### config.mk
export PLATFORM = sky130hd
export DESIGN_NAME = quad_dac_ctrl
export DESIGN_NICKNAME = d
export VERILOG_FILES = /design/src/core/quad_dac_ctrl_pkg.sv /design/src/core/quad_dac_ctrl.sv
export VERILOG_INCLUDE_DIRS = /design/src /design/src/core
export SDC_FILE = /design/constraint.sdc
export NUM_CORES = 1
export LEC_CHECK = 0
export ABC_AREA = 0
export BUFFER_PORTS_ARGS = -buffer_cell sky130_fd_sc_hd__buf_2
export CAP_MARGIN = 10
export CORE_ASPECT_RATIO = 0.8
export CORE_UTILIZATION = 62
export DETAILED_ROUTE_END_ITERATION = 12
export GPL_TIMING_DRIVEN = 0
export PLACE_DENSITY = 0.83
export SETUP_SLACK_MARGIN = 0.02
export SLEW_MARGIN = 10
export SYNTH_ARGS = -nofsm -noshare
export SYNTH_HDL_FRONTEND = slang
export SYNTH_SLANG_ARGS = --single-unit
### constraint.sdc
create_clock -name mclk -period 4.6 [get_ports mclk]
set_clock_uncertainty 0.15 [all_clocks]
set_input_delay 0.69 -clock mclk [delete_from_list [all_inputs] [get_ports mclk]]
set_output_delay 0.69 -clock mclk [all_outputs]
set_load 0.005 [all_outputs]
### src/core/quad_dac_ctrl_map.svh
// Serial frame layout, register codes, field positions and reset values
`ifndef QUAD_DAC_CTRL_MAP_SVH
`define QUAD_DAC_CTRL_MAP_SVH

// ==========================================================
// Serial frame
`define FRAME_BITS          24
`define FRAME_CNT_W         5
`define FRAME_RW_BIT        23
`define FRAME_REG_HI        21
`define FRAME_REG_LO        19
`define FRAME_CHAN_HI       18
`define FRAME_CHAN_LO       16
`define FRAME_DATA_HI       15

// ==========================================================
// Register select and channel select codes
`define REG_SEL_POWER       3'h2
`define REG_SEL_CONTROL     3'h3
`define CHAN_SEL_NOP        3'h0
`define CHAN_SEL_CONFIG     3'h1
`define CHAN_SEL_CLEAR      3'h4
`define CHAN_SEL_LOAD       3'h5

// ==========================================================
// Control configuration fields
`define CFG_SDO_DISABLE     0
`define CFG_CLEAR_SELECT    1
`define CFG_CLAMP_ENABLE    2
`define CFG_OVERTEMP_EN     3
`define CFG_RESET           4'h4

// ==========================================================
// Power and alert status fields
`define PWR_CHAN_PU_LO      0
`define PWR_REF_PU          4
`define PWR_OVERTEMP        5
`define PWR_OC_LO           7
`define PWR_CHAN_PU_RESET   4'h0

`endif

### src/core/quad_dac_ctrl_pkg.sv
// Types shared by the quad converter control block
package quad_dac_ctrl_pkg;

    // Kind of clear code a channel receives
    typedef enum logic [1:0] {
        CLR_ZERO_VOLT = 2'h0,
        CLR_MIDSCALE  = 2'h1,
        CLR_NEG_FULL  = 2'h2
    } clear_kind_t;

    // Serial frame tracking, one-hot
    typedef enum logic [2:0] {
        FR_IDLE  = 3'h1,
        FR_SHIFT = 3'h2,
        FR_DONE  = 3'h4
    } frame_state_t;

endpackage : quad_dac_ctrl_pkg

### src/core/quad_dac_ctrl.sv
// Control and power/alert registers of a quad serial-input converter
`timescale 1ns/100ps
`default_nettype none
`include "quad_dac_ctrl_map.svh"

// How it works
// - No-op control write leaves everything unchanged
// - Clear loads clear code, updates all outputs
// - Load moves input data to all outputs
// - Serial-output-disable set stops driving serial output
// - Clamp mode: overcurrent never powers channel down
// - Clamp off: overcurrent powers channel down
// - Overtemp enable bit arms thermal shutdown
// - Clear-level select picks zero or midscale/negative
// - Register select 010 means power register
// - Power register bit layout as documented
// - Channel power-up bit one means normal mode
// - Auto power-down clears channel power-up bit
// - Reference power-up bit runs internal reference
// - Overtemp powers down all channels, sets alert
// - Overcurrent sets read-only per-channel alert
// - Select 011 is control, channel codes decode
// - 24-bit frames, data sampled on clock fall
// - Clamp mode clears alert when fault removed
module quad_dac_ctrl #(
    parameter int CHANNELS = 4
) (
    // Clock, reset, enable
    input  wire logic                  mclk,
    input  wire logic                  rst_n,
    input  wire logic                  ce,
    // Serial link pins
    input  wire logic                  sclk,
    input  wire logic                  sync_n,
    input  wire logic                  sdin,
    output logic                       sdo,
    output logic                       sdo_oe,
    // Analog-side fault inputs
    input  wire logic [CHANNELS-1:0]   overcurrent_in,
    input  wire logic                  overtemp_in,
    // Range polarity from range registers
    input  wire logic [CHANNELS-1:0]   chan_range_bipolar,
    // Converter-side controls
    output logic                       dac_clear,
    output logic                       dac_load,
    output quad_dac_ctrl_pkg::clear_kind_t clear_kind [CHANNELS],
    output logic [CHANNELS-1:0]        chan_power_up,
    output logic                       reference_power_up,
    output logic                       clamp_enable,
    output logic                       overtemp_shutdown_enable,
    output logic                       clear_level_select
);

    // ==========================================================
    // Pin synchronisers
    logic [1:0]              sclk_sync_q;
    logic [1:0]              sync_sync_q;
    logic [1:0]              sdin_sync_q;
    logic [CHANNELS-1:0]     oc_meta_q;
    logic [CHANNELS-1:0]     oc_q;
    logic [1:0]              ot_sync_q;
    logic                    sclk_prev_q;

    always_ff @(posedge mclk)
    begin
        if (!rst_n)
        begin
            sclk_sync_q <= 2'h0;
            sync_sync_q <= 2'h3;
            sdin_sync_q <= 2'h0;
            oc_meta_q   <= '0;
            oc_q        <= '0;
            ot_sync_q   <= 2'h0;
            sclk_prev_q <= 1'b0;
        end
        else if (ce)
        begin
            sclk_sync_q <= {sclk_sync_q[0], sclk};
            sync_sync_q <= {sync_sync_q[0], sync_n};
            sdin_sync_q <= {sdin_sync_q[0], sdin};
            oc_meta_q   <= overcurrent_in;
            oc_q        <= oc_meta_q;
            ot_sync_q   <= {ot_sync_q[0], overtemp_in};
            sclk_prev_q <= sclk_sync_q[1];
        end
    end

    logic sclk_fall;
    logic sclk_rise;
    logic sync_low;
    logic ot_now;

    assign sclk_fall = sclk_prev_q & ~sclk_sync_q[1];
    assign sclk_rise = ~sclk_prev_q & sclk_sync_q[1];
    assign sync_low  = ~sync_sync_q[1];
    assign ot_now    = ot_sync_q[1];

    // ==========================================================
    // Frame receiver
    quad_dac_ctrl_pkg::frame_state_t  fr_q;
    logic [`FRAME_CNT_W-1:0]          bit_cnt_q;
    logic [`FRAME_BITS-1:0]           rx_q;

    always_ff @(posedge mclk)
    begin
        if (!rst_n)
        begin
            fr_q      <= quad_dac_ctrl_pkg::FR_IDLE;
            bit_cnt_q <= '0;
            rx_q      <= '0;
        end
        else if (ce)
        begin
            case (fr_q)
                quad_dac_ctrl_pkg::FR_IDLE:
                begin
                    bit_cnt_q <= '0;
                    if (sync_low)
                        fr_q <= quad_dac_ctrl_pkg::FR_SHIFT;
                end
                quad_dac_ctrl_pkg::FR_SHIFT:
                begin
                    if (!sync_low)
                        fr_q <= quad_dac_ctrl_pkg::FR_IDLE;
                    else if (sclk_fall)
                    begin
                        rx_q      <= {rx_q[`FRAME_BITS-2:0], sdin_sync_q[1]};
                        bit_cnt_q <= bit_cnt_q + `FRAME_CNT_W'(1);
                        if (bit_cnt_q == `FRAME_CNT_W'(`FRAME_BITS - 1))
                            fr_q <= quad_dac_ctrl_pkg::FR_DONE;
                    end
                end
                quad_dac_ctrl_pkg::FR_DONE:
                begin
                    // Wait for the frame to close; extra clocks are ignored
                    if (!sync_low)
                        fr_q <= quad_dac_ctrl_pkg::FR_IDLE;
                end
                default:
                    fr_q <= quad_dac_ctrl_pkg::FR_IDLE;
            endcase
        end
    end

    // One-cycle strobe when the 24th bit lands
    logic frame_done;
    assign frame_done = (fr_q == quad_dac_ctrl_pkg::FR_SHIFT) && sync_low && sclk_fall
                        && (bit_cnt_q == `FRAME_CNT_W'(`FRAME_BITS - 1));

    logic [`FRAME_BITS-1:0] frame;
    logic                   f_read;
    logic [2:0]             f_reg;
    logic [2:0]             f_chan;
    logic [15:0]            f_data;

    assign frame  = {rx_q[`FRAME_BITS-2:0], sdin_sync_q[1]};
    assign f_read = frame[`FRAME_RW_BIT];
    assign f_reg  = frame[`FRAME_REG_HI:`FRAME_REG_LO];
    assign f_chan = frame[`FRAME_CHAN_HI:`FRAME_CHAN_LO];
    assign f_data = frame[`FRAME_DATA_HI:0];
    logic wr_ctrl;
    logic wr_power;

    assign wr_ctrl  = frame_done && !f_read && (f_reg == `REG_SEL_CONTROL);
    assign wr_power = frame_done && !f_read && (f_reg == `REG_SEL_POWER);

    // ==========================================================
    // Control functions
    logic [3:0] cfg_q;

    always_ff @(posedge mclk)
    begin
        if (!rst_n)
            cfg_q <= `CFG_RESET;
        else if (ce && wr_ctrl && (f_chan == `CHAN_SEL_CONFIG))
            cfg_q <= f_data[3:0];
    end

    assign clamp_enable             = cfg_q[`CFG_CLAMP_ENABLE];
    assign overtemp_shutdown_enable = cfg_q[`CFG_OVERTEMP_EN];
    assign clear_level_select       = cfg_q[`CFG_CLEAR_SELECT];

    // No-op and unknown channel codes fall through untouched
    always_ff @(posedge mclk)
    begin
        if (!rst_n)
        begin
            dac_clear <= 1'b0;
            dac_load  <= 1'b0;
        end
        else if (ce)
        begin
            dac_clear <= wr_ctrl && (f_chan == `CHAN_SEL_CLEAR);
            dac_load  <= wr_ctrl && (f_chan == `CHAN_SEL_LOAD);
        end
    end

    // Clear code kind per channel
    genvar gi;
    generate
        for (gi = 0; gi < CHANNELS; gi++)
        begin : g_clear
            always_ff @(posedge mclk)
            begin
                if (!rst_n)
                    clear_kind[gi] <= quad_dac_ctrl_pkg::CLR_ZERO_VOLT;
                else if (ce)
                begin
                    if (!clear_level_select)
                        clear_kind[gi] <= quad_dac_ctrl_pkg::CLR_ZERO_VOLT;
                    else if (chan_range_bipolar[gi])
                        clear_kind[gi] <= quad_dac_ctrl_pkg::CLR_NEG_FULL;
                    else
                        clear_kind[gi] <= quad_dac_ctrl_pkg::CLR_MIDSCALE;
                end
            end
        end
    endgenerate

    // ==========================================================
    // Power and alert register
    logic [CHANNELS-1:0] pu_q;
    logic                ref_pu_q;
    logic                ot_alert_q;
    logic [CHANNELS-1:0] oc_alert_q;
    logic                ot_event;
    assign ot_event = ot_now && overtemp_shutdown_enable;

    always_ff @(posedge mclk)
    begin
        if (!rst_n)
            ref_pu_q <= 1'b0;
        else if (ce && wr_power)
            ref_pu_q <= f_data[`PWR_REF_PU];
    end

    // Alert is read-only; it drops once the host rewrites power with no overtemp
    always_ff @(posedge mclk)
    begin
        if (!rst_n)
            ot_alert_q <= 1'b0;
        else if (ce)
        begin
            if (ot_event)
                ot_alert_q <= 1'b1;
            else if (wr_power)
                ot_alert_q <= 1'b0;
        end
    end

    generate
        for (gi = 0; gi < CHANNELS; gi++)
        begin : g_chan
            always_ff @(posedge mclk)
            begin
                if (!rst_n)
                    pu_q[gi] <= 1'b0;
                else if (ce)
                begin
                    if (ot_event)
                        pu_q[gi] <= 1'b0;
                    else if (oc_q[gi] && !clamp_enable)
                        pu_q[gi] <= 1'b0;
                    else if (wr_power)
                        pu_q[gi] <= f_data[`PWR_CHAN_PU_LO + gi];
                    else if (ot_alert_q)
                        pu_q[gi] <= 1'b0;
                end
            end

            // Fault set wins over any clear
            always_ff @(posedge mclk)
            begin
                if (!rst_n)
                    oc_alert_q[gi] <= 1'b0;
                else if (ce)
                begin
                    if (oc_q[gi])
                        oc_alert_q[gi] <= 1'b1;
                    else if (clamp_enable)
                        oc_alert_q[gi] <= 1'b0;
                    else if (wr_power)
                        oc_alert_q[gi] <= 1'b0;
                end
            end
        end
    endgenerate
    assign chan_power_up      = pu_q;
    assign reference_power_up = ref_pu_q;

    // ==========================================================
    // Readback
    logic [15:0]            rd_word;
    logic [`FRAME_BITS-1:0] tx_q;
    always_comb
    begin
        rd_word = 16'h0000;
        if (f_reg == `REG_SEL_POWER)
        begin
            rd_word[`PWR_CHAN_PU_LO +: 4] = pu_q[3:0];
            rd_word[`PWR_REF_PU]          = ref_pu_q;
            rd_word[`PWR_OVERTEMP]        = ot_alert_q;
            rd_word[`PWR_OC_LO +: 4]      = oc_alert_q[3:0];
        end
        else if ((f_reg == `REG_SEL_CONTROL) && (f_chan == `CHAN_SEL_CONFIG))
            rd_word[3:0] = cfg_q;
    end
    // Read request loads; next frame shifts on rises, none after the last fall
    always_ff @(posedge mclk)
    begin
        if (!rst_n)
            tx_q <= '0;
        else if (ce)
        begin
            if (frame_done && f_read)
                tx_q <= {frame[`FRAME_BITS-1:16], rd_word};
            else if (frame_done)
                tx_q <= '0;
            else if ((fr_q == quad_dac_ctrl_pkg::FR_SHIFT) && sync_low && sclk_rise
                     && (bit_cnt_q != '0))
                tx_q <= {tx_q[`FRAME_BITS-2:0], 1'b0};
        end
    end
    always_ff @(posedge mclk)
    begin
        if (!rst_n)
            sdo <= 1'b0;
        else if (ce)
            sdo <= tx_q[`FRAME_BITS-1];
    end
    assign sdo_oe = ~cfg_q[`CFG_SDO_DISABLE];
endmodule : quad_dac_ctrl
`default_nettype wire

==> flow_summary.yaml <==
die:
  die_area_um2: 7062
  die_w_um: 93.71
  core_area_um2: 6441
  boundaryPins: 35
  dieHeight_um: 75.37
  start_util: 0.6476
  num_rows: 26
cells_and_area:
  area_growth_pct: 12.69
  n_fill_cell: 495
  nNetsFinal: 548
  n_antenna_cell: 0
  multiInputGateArea_um2: 2046
  final_area_um2: 4701
  fin_util: 0.7298
  drive_gt1_frac: 0.1194
  ff_latch_area_um2: 1942
grt:
  grt_pass1_wl_um: 16610
  grt-ovfl-total: 0
  grt_usage: 0.3113
  grt_pass1_vias: 3347
  grt_max_degree: 17
  antenna_found_initial: 0
synth:
  synth_ff_type: "dfxtp_1"
  synth.most_common_cell: "dfxtp_1"
  synth_edf_count: 0
  syn_area_um2: 4172
  ys_warn_count: 0
  syn_avg_cell_area_um2: 8.566
  synth_top_area_share: 0.4655
  netlist_instances: 487
  yosys.area.top_type: "dfxtp_1"
  yosys.cell_types.count: 51
  ys_seq_area_frac: 0.4655
  syn-num-nets: 504
  synthTopCellsByCount: "dfxtp_1 (97), a21oi_1 (68), nand2_1 (64)"
  ys_async_sr_fraction: 0
  ys_seq_elements: 97
  synth.area.top_cells: "dfxtp_1 (47%), a21oi_1 (8.2%), nand2_1 (5.8%)"
flow_run:
  cap_violations: 0
setup_path:
  critPathLaunch: "ce"
  crit_type: "primary input to flip-flop"
  r2r.worst_path.cells: 7
  worstPathCellList: "clkbuf_1 > nor2b_1 > nand2_1 > nor2_1 > clkbuf_1 > a211oi_1"
  cp.arrival_ns: 2.83
  crit-reg2reg-launch: "bit_cnt_q[0]$_SDFFE_PN0P_"
  path_depth: 6
  crit_family: "simple AND/OR/NAND/NOR gates"
  crit_path_top_delay_cell: "nor2_1"
  cp.required_ns: 4.68
  max_stage_delay_ns: 0.52
  start_kind: "primary input"
  end_kind: "flip-flop"
  crit_top_cell: "clkbuf_1"
  path_buf_inv: 2
  crit_fanout: 10
cts:
  cts-root-buf: "clkbuf_8"
  post_cts_buffers: 0
  clock_sinks: 97
  hold_buffers: 0
  cts_inserted_buffers: 9
  clock_path_buffers: 2
  clock_latency_ns: 0.37
  cts_tree: "yes"
  htreeDepth: 3
  post_cts_resized: 0
  clk_pin_slew_ns: 0.10
power:
  p_leak_nw: 1.643
  irDropWorstVdd_v: 0.0002772
  powerDensity_nw_per_um2: 342.1
sta:
  fmax_mhz: 364.4
  slew_viol_final: 0
  hold_viol: 0
  setup_viol: 0
  fin_crit_ns: 2.744
  relSlewSlack: 0.2091
  worst_pin_slew_ns: 1.184
  rsz0062_at_grt: "false"
  setup_tns_ns: 0
  whs_ns: 0.3098
  finalCritPeriodShare: 0.5966
place:
  portBuffers: 33
  hpwl_um: 7436
  placedInstanceArea_um2: 4442
  place_congestion: 0.8957
drt:
  drtAntennaViolNets: 0
  via_count: 3894
  drt_wl_total_um: 10580
  route.detailed.drc: 0
  first_pass_iters: 7
  via_per_inst: 6.281
  drt_iter0_markers: 387
  wl_per_cell_um: 17.07
min_path:
  hold_path_depth: 2
  hp-class: "flip-flop to flip-flop"
  hold_start: "rx_q[9]$_SDFFE_PN0P_"
outcome:
  status: "completed"
-- placed cells by master (no fill, tap or decap), types with 8 or more instances in the layout --
master	netlist	layout
dfxtp_1	97	97
a21oi_1	68	68
nand2_1	64	64
buf_2	3	36
clkbuf_1	32	32
nor2_1	28	28
o21ai_0	23	23
mux2i_1	22	22
a211oi_1	19	19
nand3_1	13	13
clkbuf_8	0	11
nor3_1	10	10
inv_1	9	9
nor2b_1	9	9
nand4_1	8	8
a22oi_1	8	8
-- cell type report --
type,instances,share of cell area
multi-input cells,342,0.4352
flip-flops and latches,97,0.4131
repair buffers,33,0.03513
clock buffers,11,0.03221
plain buffers,38,0.03114
clock inverters,5,0.02289
well taps,84,0.02236
inverters,10,0.007985
-- where the power goes --
group	internal, W	switching (W)	total [W]
Clock	0.000395	0.000302	0.000697
Sequential	0.000847	0.00000534	0.000852
Combinational	0.0000201	0.0000393	0.0000594
Total	0.00126	0.000347	0.00161
-- registers in the layout, indices dropped and copies added (netlist names) --
signal              cells
bit_cnt_q               5
cfg_q                   4
chan_power_up           4
clear_kind              8
dac_clear               1
dac_load                1
fr_q                    3
oc_alert_q              4
oc_meta_q               4
oc_q                    4
ot_alert_q              1
ot_sync_q               2
reference_power_up      1
rx_q                   23
sclk_prev_q             1
sclk_sync_q             2
sdin_sync_q             2
sdo                     1
sync_sync_q             2
tx_q                   24
-- metal layers --
layer / track usage / up-vias / wire [µm]
met1: 0.4225 / 1853 / 4692
li1: - / 1850 / -
met3: 0.08782 / 28 / 862
met2: 0.4769 / 163 / 4792
met5: 0 / - / 0
met4: 0.1197 / 0 / 236
-- kinds of logic after synthesis --
kind of cell,share of synthesized area
fa+ha+maj,0.005998
mux,0.05279
flops,0.4655
buf+inv,0.04409
simple gates,0.2130
compound gates,0.2187
-- path summary, 6_finish.rpt --
path / endpoint / slack, ns
worst max-delay path: tx_q[17]$_SDFFE_PN0P_ / 1.86
worst min-delay path: rx_q[10]$_SDFFE_PN0P_ / 0.31
worst max register to register: tx_q[17]$_SDFFE_PN0P_ / 1.89
worst min register to register: rx_q[10]$_SDFFE_PN0P_ / 0.31
-- worst register-to-register path, stage by stage (launching register included) --
cell,delay [ns]
dfxtp_1,0.39
ha_1,0.23
nand4b_1,0.14
clkbuf_1,0.29
o32a_1,0.34
nor2_1,0.47
clkbuf_1,0.42
a211oi_1,0.15
-- through the flow --
step / setup slack, ns / instances / total power [W]
after floorplan: 2.172 / 487 / 0.0009084
after global placement: 1.623 / 604 / 0.0009264
after detailed placement: 1.537 / 604 / 0.0009294
after CTS: 1.924 / 620 / 0.001610
after global routing: 1.719 / 620 / 0.001651
final: 1.856 / 620 / 0.001608
Power figures use the tool's default switching activity.
